[src/design/uls_pkg.sv]
/*
  constants, field layout and receiver states of the line-status logic.
  assumes one system clock, a 16x baud tick from outside and a plain
  register port with read data one cycle after the strobe.
*/
// Operation
// - fifo mode: rx_fifo_error set while any fifo entry holds an error.
// - line_state read clears rx_fifo_error only if only the top entry erred.
// - fifo mode: tx_all_empty set when shifter and tx fifo are empty.
// - no fifo: tx_all_empty set when holding and shift registers are empty.
// - tx_hold_empty set once the last queued byte moved into the shifter.
// - holding-empty interrupt when enabled and threshold mode off.
// - threshold and fifo mode: bit 5 shows tx fifo full; irq uses threshold.
// - plain mode: break_flag when input low longer than one character time.
// - infrared mode: break_flag when pulsed low longer than one character.
// - a break loads exactly one all-zero character.
// - fifo mode: break shown at fifo top; otherwise at once, held till read.
// - framing_error set when no valid stop bit is found.
// - after a framing error the bad stop bit starts the next character, unless the whole frame was low.
// - a break also sets framing_error and parity_error.
// - parity_error set on mismatch only while parity_on is set.
// - fifo mode: parity and framing errors shown when char reaches top.
// - line_state read clears framing, parity, overrun and break; a set in the same cycle wins.
// - no fifo: overrun when a new char overwrites an unread rx_buffer.
// - fifo mode: overrun when fifo full; keep fifo, drop the new char.
// - data_ready high while a character waits in rx_buffer or fifo.
// - data_ready drops on rx_buffer read, or when the fifo empties.
// - modem_ctrl bit 6 selects infrared mode when set.
package uls_pkg;
  // register byte addresses
  localparam logic [31:0] ADDR_RX_TX = 32'h5000_1100;
  localparam logic [31:0] ADDR_MODEM_CTRL = 32'h5000_1110;
  localparam logic [31:0] ADDR_LINE_STATE = 32'h5000_1114;
  localparam logic [31:0] ADDR_MODEM_STATE = 32'h5000_1118;
  localparam logic [31:0] ADDR_CFG = 32'h5000_1140;

  // line_state bit positions
  localparam int LS_DR = 0;
  localparam int LS_OE = 1;
  localparam int LS_PE = 2;
  localparam int LS_FE = 3;
  localparam int LS_BI = 4;
  localparam int LS_THRE = 5;
  localparam int LS_TEMT = 6;
  localparam int LS_RFE = 7;

  // configuration register fields
  localparam int CFG_FIFO_EN = 0;
  localparam int CFG_THRE_MODE = 1;
  localparam int CFG_TX_THR = 2;
  localparam int CFG_THRE_IRQ = 4;
  localparam int CFG_WLEN = 8;
  localparam int CFG_STOP2 = 10;
  localparam int CFG_PAR_ON = 11;
  localparam int CFG_PAR_EVEN = 12;
  localparam logic [15:0] CFG_MASK = 16'h1f1f;
  localparam logic [15:0] CFG_RESET = 16'h0000;
  localparam int MC_IR_BIT = 6;
  localparam logic MC_IR_RESET = 1'h0;

  // fifo geometry and entry layout
  localparam int DATA_W = 8;
  localparam int ENT_W = 11;
  localparam int ENT_PE = 8;
  localparam int ENT_FE = 9;
  localparam int ENT_BI = 10;
  localparam logic [4:0] FIFO_DEPTH = 5'h10;
  localparam logic [3:0][4:0] TX_LEVELS = {5'h08, 5'h04, 5'h02, 5'h00};

  // receiver timing: sample points in 16x ticks, frame base in bits
  localparam logic [3:0] SAMP_MID = 4'h7;
  localparam logic [3:0] SAMP_LAST = 4'hf;
  localparam logic [3:0] FRAME_BASE = 4'h6;

  typedef enum logic [2:0] {
    uls_st_idle = 3'b000,
    uls_st_start = 3'b001,
    uls_st_data = 3'b010,
    uls_st_parity = 3'b011,
    uls_st_stop = 3'b100,
    uls_st_brkchk = 3'b101,
    uls_st_break = 3'b110
  } uls_rx_e;
endpackage : uls_pkg

[src/design/uls_top.sv]
/*
  line-status logic: serial receiver with break detection, receive and
  transmit queues, line_state flags and holding-empty interrupt.
  assumes i_baud16 pulses 16 times per bit, the transmit shifter takes
  bytes with i_tx_take and reports i_tx_shift_empty.
*/
`timescale 1ns/10ps
module uls_top (
  input wire logic i_clk,
  input wire logic i_resetn,
  input wire logic [31:0] i_addr,
  input wire logic [15:0] i_wdata,
  input wire logic i_wr,
  input wire logic i_rd,
  output logic [15:0] o_rdata,
  input wire logic i_baud16,
  input wire logic i_sin,
  input wire logic i_sir_in,
  input wire logic [7:0] i_modem_state,
  input wire logic i_tx_take,
  input wire logic i_tx_shift_empty,
  output logic [7:0] o_tx_data,
  output logic o_tx_valid,
  output logic o_thre_irq
);
  typedef struct packed {
    uls_pkg::uls_rx_e st;
    logic [3:0] samp;
    logic [2:0] bitn;
    logic [7:0] shf;
    logic par_bad;
    logic low_seen;
    logic [3:0] zrun;
    logic [15:0][10:0] rx_mem;
    logic [3:0] rx_rd;
    logic [4:0] rx_cnt;
    logic [15:0][7:0] tx_mem;
    logic [3:0] tx_rd;
    logic [4:0] tx_cnt;
    logic oe;
    logic pe;
    logic fe;
    logic bi;
    logic [15:0] cfg;
    logic ir_mode;
    logic [15:0] rdata;
  } uls_state_s;

  uls_state_s r;
  uls_state_s next_r;

  logic fifo_en;
  logic thr_mode;
  logic [4:0] cap;
  logic [1:0] wlen;
  logic [3:0] char_bits;
  logic [3:0] body_bits;
  logic [7:0] rx_dat;
  logic v;
  logic [3:0] zn;
  logic lsr_rd;
  logic rx_rd_acc;
  logic tx_wr_acc;
  logic push;
  logic brk_push;
  logic overrun;
  logic top_changed;
  logic [10:0] push_ent;
  logic [15:0] err_vec;
  logic rfe;
  logic temt;
  logic thre;
  logic [15:0] lsr_value;
  logic [4:0] tx_lvl;

  // mode decode from configuration
  assign fifo_en = r.cfg[uls_pkg::CFG_FIFO_EN];
  assign thr_mode = r.cfg[uls_pkg::CFG_THRE_MODE] & fifo_en;
  assign cap = fifo_en ? uls_pkg::FIFO_DEPTH : 5'h01;
  assign wlen = r.cfg[uls_pkg::CFG_WLEN +: 2];
  // bits up to the first stop, and whole character time
  assign body_bits = uls_pkg::FRAME_BASE + {2'h0, wlen} +
                     {3'h0, r.cfg[uls_pkg::CFG_PAR_ON]} + 4'h1;
  assign char_bits = body_bits + {3'h0, r.cfg[uls_pkg::CFG_STOP2]};
  // shorter words sit in the high end of the shifter
  assign rx_dat = r.shf >> (2'h3 - wlen);

  // bit value at a sample: ir counts any low pulse inside the bit window
  assign v = r.ir_mode ? ~(r.low_seen | ~i_sir_in) : i_sin;
  assign zn = v ? 4'h0 : ((r.zrun == 4'hf) ? r.zrun : r.zrun + 4'h1);

  // register port strobes
  assign lsr_rd = i_rd && (i_addr == uls_pkg::ADDR_LINE_STATE);
  assign rx_rd_acc = i_rd && (i_addr == uls_pkg::ADDR_RX_TX) &&
                     (r.rx_cnt != 5'h00);
  assign tx_wr_acc = i_wr && (i_addr == uls_pkg::ADDR_RX_TX) &&
                     (r.tx_cnt != cap);

  // error summary over the live entries of the receive queue
  genvar gi;
  generate
    for (gi = 0; gi < 16; gi++) begin : g_err
      logic [3:0] off;
      assign off = 4'(gi) - r.rx_rd;
      assign err_vec[gi] = ({1'b0, off} < r.rx_cnt) &&
                           (|r.rx_mem[gi][uls_pkg::ENT_BI:uls_pkg::ENT_PE]);
    end
  endgenerate
  assign rfe = fifo_en && (err_vec != 16'h0000);

  // transmit side status
  assign temt = (r.tx_cnt == 5'h00) && i_tx_shift_empty;
  assign thre = thr_mode ? (r.tx_cnt == uls_pkg::FIFO_DEPTH)
                         : (r.tx_cnt == 5'h00);
  assign tx_lvl = uls_pkg::TX_LEVELS[r.cfg[uls_pkg::CFG_TX_THR +: 2]];
  assign o_thre_irq = r.cfg[uls_pkg::CFG_THRE_IRQ] &&
                      (thr_mode ? (r.tx_cnt <= tx_lvl)
                                : (r.tx_cnt == 5'h00));
  assign o_tx_valid = (r.tx_cnt != 5'h00);
  assign o_tx_data = r.tx_mem[r.tx_rd];
  assign o_rdata = r.rdata;

  // values before any read clears them
  assign lsr_value = {8'h00, rfe, temt, thre, r.bi, r.fe, r.pe, r.oe,
                      (r.rx_cnt != 5'h00)};

  // all next-state logic
  always_comb begin
    next_r = r;
    push = 1'b0;
    brk_push = 1'b0;
    overrun = 1'b0;
    top_changed = 1'b0;
    push_ent = '0;

    // receiver: 16x sampled, mid-bit decisions
    next_r.low_seen = r.low_seen | ~i_sir_in;
    case (r.st)
      uls_pkg::uls_st_idle: begin
        next_r.zrun = 4'h0;
        next_r.samp = 4'h0;
        if (r.ir_mode ? ~i_sir_in : ~i_sin) begin
          next_r.st = uls_pkg::uls_st_start;
          next_r.low_seen = 1'b1;
        end
      end
      uls_pkg::uls_st_start: begin
        if (i_baud16) begin
          next_r.samp = r.samp + 4'h1;
          if (r.samp == uls_pkg::SAMP_MID) begin
            next_r.samp = 4'h0;
            next_r.low_seen = 1'b0;
            // a start glitch returns to idle
            next_r.st = v ? uls_pkg::uls_st_idle : uls_pkg::uls_st_data;
            next_r.bitn = 3'h0;
            next_r.zrun = zn;
          end
        end
      end
      default: begin
        if (i_baud16) begin
          next_r.samp = r.samp + 4'h1;
          if (r.samp == uls_pkg::SAMP_LAST) begin
            next_r.low_seen = 1'b0;
            next_r.zrun = zn;
            case (r.st)
              uls_pkg::uls_st_data: begin
                next_r.shf = {v, r.shf[7:1]};
                next_r.bitn = r.bitn + 3'h1;
                if (r.bitn == {1'b1, wlen}) begin
                  next_r.par_bad = 1'b0;
                  next_r.st = r.cfg[uls_pkg::CFG_PAR_ON] ?
                              uls_pkg::uls_st_parity : uls_pkg::uls_st_stop;
                end
              end
              uls_pkg::uls_st_parity: begin
                // even: ones count with parity bit must be even
                next_r.par_bad = (^rx_dat ^ v) ^
                                 ~r.cfg[uls_pkg::CFG_PAR_EVEN];
                next_r.st = uls_pkg::uls_st_stop;
              end
              uls_pkg::uls_st_stop: begin
                push_ent = {1'b0, ~v, r.par_bad, rx_dat};
                if (v) begin
                  push = 1'b1;
                  next_r.st = uls_pkg::uls_st_idle;
                end else if (zn == body_bits) begin
                  // whole frame low so far: wait one more bit, two with two stop bits
                  next_r.st = uls_pkg::uls_st_brkchk;
                end else begin
                  push = 1'b1;
                  next_r.st = uls_pkg::uls_st_data;
                  next_r.bitn = 3'h0;
                end
              end
              uls_pkg::uls_st_brkchk: begin
                if (v) begin
                  push = 1'b1;
                  push_ent = {1'b0, 1'b1, r.par_bad, rx_dat};
                  next_r.st = uls_pkg::uls_st_idle;
                end else if (zn > char_bits) begin
                  push = 1'b1;
                  brk_push = 1'b1;
                  push_ent = {3'b111, 8'h00};
                  next_r.st = uls_pkg::uls_st_break;
                end
              end
              uls_pkg::uls_st_break: begin
                // no further characters until the line recovers
                if (v) begin
                  next_r.st = uls_pkg::uls_st_idle;
                end
              end
              default: begin
                next_r.st = uls_pkg::uls_st_idle;
              end
            endcase
          end
        end
      end
    endcase

    // line_state read: clear sticky flags and top entry errors
    if (lsr_rd) begin
      next_r.oe = 1'b0;
      next_r.pe = 1'b0;
      next_r.fe = 1'b0;
      next_r.bi = 1'b0;
      if (r.rx_cnt != 5'h00) begin
        next_r.rx_mem[r.rx_rd][uls_pkg::ENT_BI:uls_pkg::ENT_PE] = 3'h0;
      end
    end

    // receive queue: pop by rx_buffer read, push by receiver
    if (rx_rd_acc) begin
      next_r.rx_rd = r.rx_rd + 4'h1;
      next_r.rx_cnt = r.rx_cnt - 5'h01;
      top_changed = (r.rx_cnt > 5'h01);
    end
    if (push) begin
      if ((r.rx_cnt != cap) || rx_rd_acc) begin
        next_r.rx_mem[r.rx_rd + r.rx_cnt[3:0]] = push_ent;
        next_r.rx_cnt = next_r.rx_cnt + 5'h01;
        top_changed = top_changed || (next_r.rx_cnt == 5'h01);
      end else if (fifo_en) begin
        overrun = 1'b1;
      end else begin
        overrun = 1'b1;
        next_r.rx_mem[r.rx_rd] = push_ent;
        top_changed = 1'b1;
      end
    end
    if (overrun) begin
      next_r.oe = 1'b1;
    end
    // flags of the new top entry; set wins over the read clear
    if (top_changed) begin
      next_r.pe = next_r.pe | next_r.rx_mem[next_r.rx_rd][uls_pkg::ENT_PE];
      next_r.fe = next_r.fe | next_r.rx_mem[next_r.rx_rd][uls_pkg::ENT_FE];
      next_r.bi = next_r.bi |
                  next_r.rx_mem[next_r.rx_rd][uls_pkg::ENT_BI];
    end

    // transmit queue: write when room, drain to the shifter
    if (tx_wr_acc) begin
      next_r.tx_mem[r.tx_rd + r.tx_cnt[3:0]] = i_wdata[7:0];
      next_r.tx_cnt = next_r.tx_cnt + 5'h01;
    end
    if (i_tx_take && (r.tx_cnt != 5'h00)) begin
      next_r.tx_rd = r.tx_rd + 4'h1;
      next_r.tx_cnt = next_r.tx_cnt - 5'h01;
    end

    // control writes; a fifo mode change flushes both queues
    if (i_wr && (i_addr == uls_pkg::ADDR_CFG)) begin
      next_r.cfg = i_wdata & uls_pkg::CFG_MASK;
      if (i_wdata[uls_pkg::CFG_FIFO_EN] != fifo_en) begin
        next_r.rx_cnt = 5'h00;
        next_r.rx_rd = 4'h0;
        next_r.tx_cnt = 5'h00;
        next_r.tx_rd = 4'h0;
      end
    end
    if (i_wr && (i_addr == uls_pkg::ADDR_MODEM_CTRL)) begin
      next_r.ir_mode = i_wdata[uls_pkg::MC_IR_BIT];
    end

    // read data mux, valid the cycle after the strobe
    next_r.rdata = 16'h0000;
    if (i_rd) begin
      case (i_addr)
        uls_pkg::ADDR_RX_TX: begin
          if (r.rx_cnt != 5'h00) begin
            next_r.rdata = {8'h00, r.rx_mem[r.rx_rd][7:0]};
          end
        end
        uls_pkg::ADDR_MODEM_CTRL: begin
          next_r.rdata = {9'h000, r.ir_mode, 6'h00};
        end
        uls_pkg::ADDR_LINE_STATE: begin
          next_r.rdata = lsr_value;
        end
        uls_pkg::ADDR_MODEM_STATE: begin
          next_r.rdata = {8'h00, i_modem_state};
        end
        uls_pkg::ADDR_CFG: begin
          next_r.rdata = r.cfg;
        end
        default: begin
          next_r.rdata = 16'h0000;
        end
      endcase
    end
  end

  // state register, synchronous reset
  always_ff @(posedge i_clk) begin
    if (!i_resetn) begin
      r <= '0;
      r.cfg <= uls_pkg::CFG_RESET;
      r.ir_mode <= uls_pkg::MC_IR_RESET;
    end else begin
      r <= next_r;
    end
  end
endmodule : uls_top

[config.mk]
export PLATFORM = sky130hd
export DESIGN_NAME = uls_top
export DESIGN_NICKNAME = d
export VERILOG_FILES = /design/src/design/uls_pkg.sv /design/src/design/uls_top.sv
export SDC_FILE = /design/constraint.sdc
export NUM_CORES = 1
export LEC_CHECK = 0
export BUFFER_PORTS_ARGS = -buffer_cell sky130_fd_sc_hd__buf_2
export CAP_MARGIN = 20
export CORE_ASPECT_RATIO = 1.1
export CORE_MARGIN = 2
export CORE_UTILIZATION = 35
export CTS_CLUSTER_SIZE = 28
export DETAILED_ROUTE_END_ITERATION = 16
export GPL_TIMING_DRIVEN = 0
export HOLD_SLACK_MARGIN = 0.1
export MAX_ROUTING_LAYER = met4
export PLACE_DENSITY = 0.58
export REMOVE_ABC_BUFFERS = 1
export SETUP_SLACK_MARGIN = 0.05
export SYNTH_ARGS = -nofsm -noshare
export SYNTH_HDL_FRONTEND = slang
export SYNTH_SLANG_ARGS = --single-unit
[constraint.sdc]
create_clock -name i_clk -period 10.57 [get_ports i_clk]
set_clock_uncertainty 0.15 [all_clocks]
set_input_delay 3.171 -clock i_clk [delete_from_list [all_inputs] [get_ports i_clk]]
set_output_delay 3.171 -clock i_clk [all_outputs]
set_load 0.01 [all_outputs]
==> reports/metrics.yaml <==
cts_sinks: 374
r2r_setup_slack_ns: 4.05
synthCells: 2398
layout.nets: 2513
grt_pass1_wl_microns: 104000
cap_viol_max_count: 0
hold-path-cell-count: 2
hpwl_microns: 48200
start_util_pct: 35.3
clockBufferDepth: 3
max_clock_freq_mhz: 130
clock_latency_ns: 0.58
cts_tree: "built"
worst_ep_required_time_ns: 10.84
place_congestion: 0.950
critPathMaxFanout: 15
finalWorstPathRequiredPeriod_ns: 7.68
reg2reg_depth: 17
worst_pin_slew_ns: 1.27
crit_type: "in2reg"
synth_seq_area_share_pct: 36.4
pwr_density_cell_nw_per_um2: 141
yosys.cell_types.count: 102
p_sw_share_pct: 27.0
vias: 18100
die-area_sq_um: 60700
cp_slowest_stage_delay_ns: 0.73
synth_edf_count: 0
cp_top_family: "simple AND/OR/NAND/NOR gates"
drc: 0
crit_buf_inv: 1
relSlewSlack_pct: 15.1
cp_cell_sequence: "buf_2 -> and3b_1 -> nor2_1 -> nand2_1 -> ha_1 -> nor3_1 -> a32oi_1 -> and3_1 -> a21oi_1 -> nand2b_1 -> mux2_1 -> mux2i_1 -> o211ai_1 -> o31ai_1"
grtUsageTotal_pct: 22.3
layout_commonest_cell: "nand2_1"
grt_pass1_vias: 17400
combPwrFrac_pct: 9.9
final_cells: 3171
utilization_pct: 39.6
reg2reg_to: "lsr_value[3]"
seq_power_share_pct: 45.1
hold_path.class: "reg2reg"
detail-route-antenna-nets: 0
htreeDepth: 2
cts_setup_buffers: 0
pre_cts_ws_ns: 2.46
drt_iter0_markers: 1746
synth-async-reset-ratio_pct: 0
design_power_total_mw: 3.26
status: "complete, no violations"
final_cell_mix: "nand2_1, dfxtp_1, a21oi_1, nor2_1, mux2i_1"
grt_max_degree: 138
yosys_warnings: 0
synth-main-ff-cell: "dfxtp_1"
fp-row-count: 93
grt-ovfl-total: 0
r2r-start: "r[25]"
cts.clk_slew.worst_paths_ns: 0.06
power.internal_mw: 2.38
cts_resized: 0
setup_viol: 0
hp-start: "r[232]"
dp_cells: 3089
fp.dieH_microns: 258
worst_setup_path_start_kind: "input pin"
wl_per_cell_microns: 21.4
critPathLaunch: "i_sir_in"
end_kind: "flip-flop"
yosys_register_bits: 374
hold_viol_final: 0
viasPerCell: 5.70
vdd_drop_max_mv: 0.118
min_delay_worst_endpoint: "r[232]"
rsz0062_at_grt: "false"
p_clk_share_pct: 45.0
antenna_found_initial: 4
layout-drive-gt1-share_pct: 14.0
p_leak_nw: 8.06
io_buffer_count: 84
hold_buffers: 0
clockRootBuffer: "clkbuf_16"
avgSynthCellArea_sq_um: 8.57
core_region_area_sq_um: 58300
cts_buffers: 43
io-pin-count: 91
arrival_ns: 7.95
drv_slew: 0
min_period_over_period_pct: 72.7
dr.pass1.iters: 6
die-width_microns: 235
whs_ns: 0.298
cpMaxStageDelayCell: "nand2b_1"
syn_area_sq_um: 20600
wl_microns: 67900
cp.depth: 14
p_sw_mw: 0.881
areaGrowthSynthToFinish_pct: 12.2
layout_setup_ws_ns: 2.89
==> power groups by stage <==
stage / clock [mW] / combinational, mW / sequential, mW
2_1_floorplan: 0 / 0.207 / 1.50
3_3_place_gp: 0 / 0.284 / 1.52
3_5_place_dp: 0 / 0.321 / 1.50
4_1_cts: 1.49 / 0.323 / 1.47
5_1_grt: 1.55 / 0.357 / 1.47
6_report: 1.47 / 0.324 / 1.47
==> per-stage QoR <==
| step | TNS, ns | instance area (sq um) |
|---|---|---|
| final | 0 | 23100 |
| after global routing | 0 | 23100 |
| after CTS | 0 | 23000 |
| after detailed placement | 0 | 21700 |
| after global placement | -626.78 | 21100 |
| after floorplan | 0 | 19700 |
==> worst min-delay path: stages, from the launching register on <==
cell and delay (ns):
dfxtp_1 0.30, nand2_1 0.05, a21oi_1 0.05
==> cells in the mapped netlist, types with 7 or more instances <==
| library cell | count | area, sq um |
|---|---|---|
| o21a_1 | 7 | 52.6 |
| buf_1 | 16 | 60.1 |
| nor2_1 | 252 | 946 |
| mux4_2 | 80 | 1800 |
| and2_1 | 21 | 131 |
| nand3_1 | 96 | 480 |
| nand4_1 | 13 | 81.3 |
| a22oi_1 | 7 | 52.6 |
| o31ai_1 | 12 | 90.1 |
| o32ai_1 | 16 | 140 |
| buf_2 | 24 | 120 |
| dfxtp_1 | 374 | 7490 |
| buf_4 | 21 | 158 |
| a211oi_1 | 17 | 128 |
| o211ai_1 | 19 | 143 |
| a21oi_1 | 252 | 1260 |
| o21ai_0 | 70 | 350 |
| or3_1 | 9 | 56.3 |
| nand2b_1 | 14 | 87.6 |
| and3_1 | 17 | 106 |
| nor2b_1 | 15 | 93.8 |
| clkbuf_1 | 125 | 469 |
| a32oi_1 | 9 | 78.8 |
| nand2_1 | 379 | 1420 |
| a31oi_1 | 26 | 163 |
| nor3_1 | 44 | 220 |
| xor2_1 | 17 | 149 |
| xnor2_1 | 43 | 377 |
| a21o_1 | 13 | 97.6 |
| mux2_2 | 10 | 113 |
| ha_1 | 69 | 863 |
| mux2i_1 | 116 | 1160 |
| inv_1 | 47 | 176 |
==> worst max path at each step <==
| stage | endpoint | slack (ns) |
|---|---|---|
| floorplan | lsr_value[2] | 0.69 |
| finish | lsr_value[3] | 2.89 |
| global route | lsr_value[3] | 2.81 |
| CTS | lsr_value[3] | 3.05 |
| detailed placement | lsr_value[3] | 2.46 |
| global placement | lsr_value[2] | -3.59 |
==> sequential cells by signal, indices dropped and copies added (netlist names) <==
name       cells
r            356
o_rdata       13
fifo_en        1
lsr_value      4
==> kinds of logic after synthesis <==
family	share of synthesized area, %
AOI/OAI and AO/OA	16.0
xor gates and xnor gates	2.67
adders and majority gates	4.39
buffers and inverters	5.09
DFF	36.4
muxes	15.3
other	0.0182
and+or+nand+nor	20.2
==> metal layers <==
metal	GRT usage [%]	wire, microns	vias to the layer above
met5	-	0	-
met3	3.63	4290	146
met1	27.6	28600	8847
li1	-	-	8466
met2	36.8	32700	607
met4	7.67	2340	0
==> layout make-up <==
type | count | area, sq um
repair buffers | 123 | 933
inverters | 49 | 189
flip-flops and latches | 374 | 7490
clock inverters | 15 | 154
multi-input cells | 1786 | 12100
diodes | 4 | 10.0
clock buffers | 60 | 1210
well taps | 760 | 951
fillers | 5781 | 35200
(Power assumes the default switching activity.)
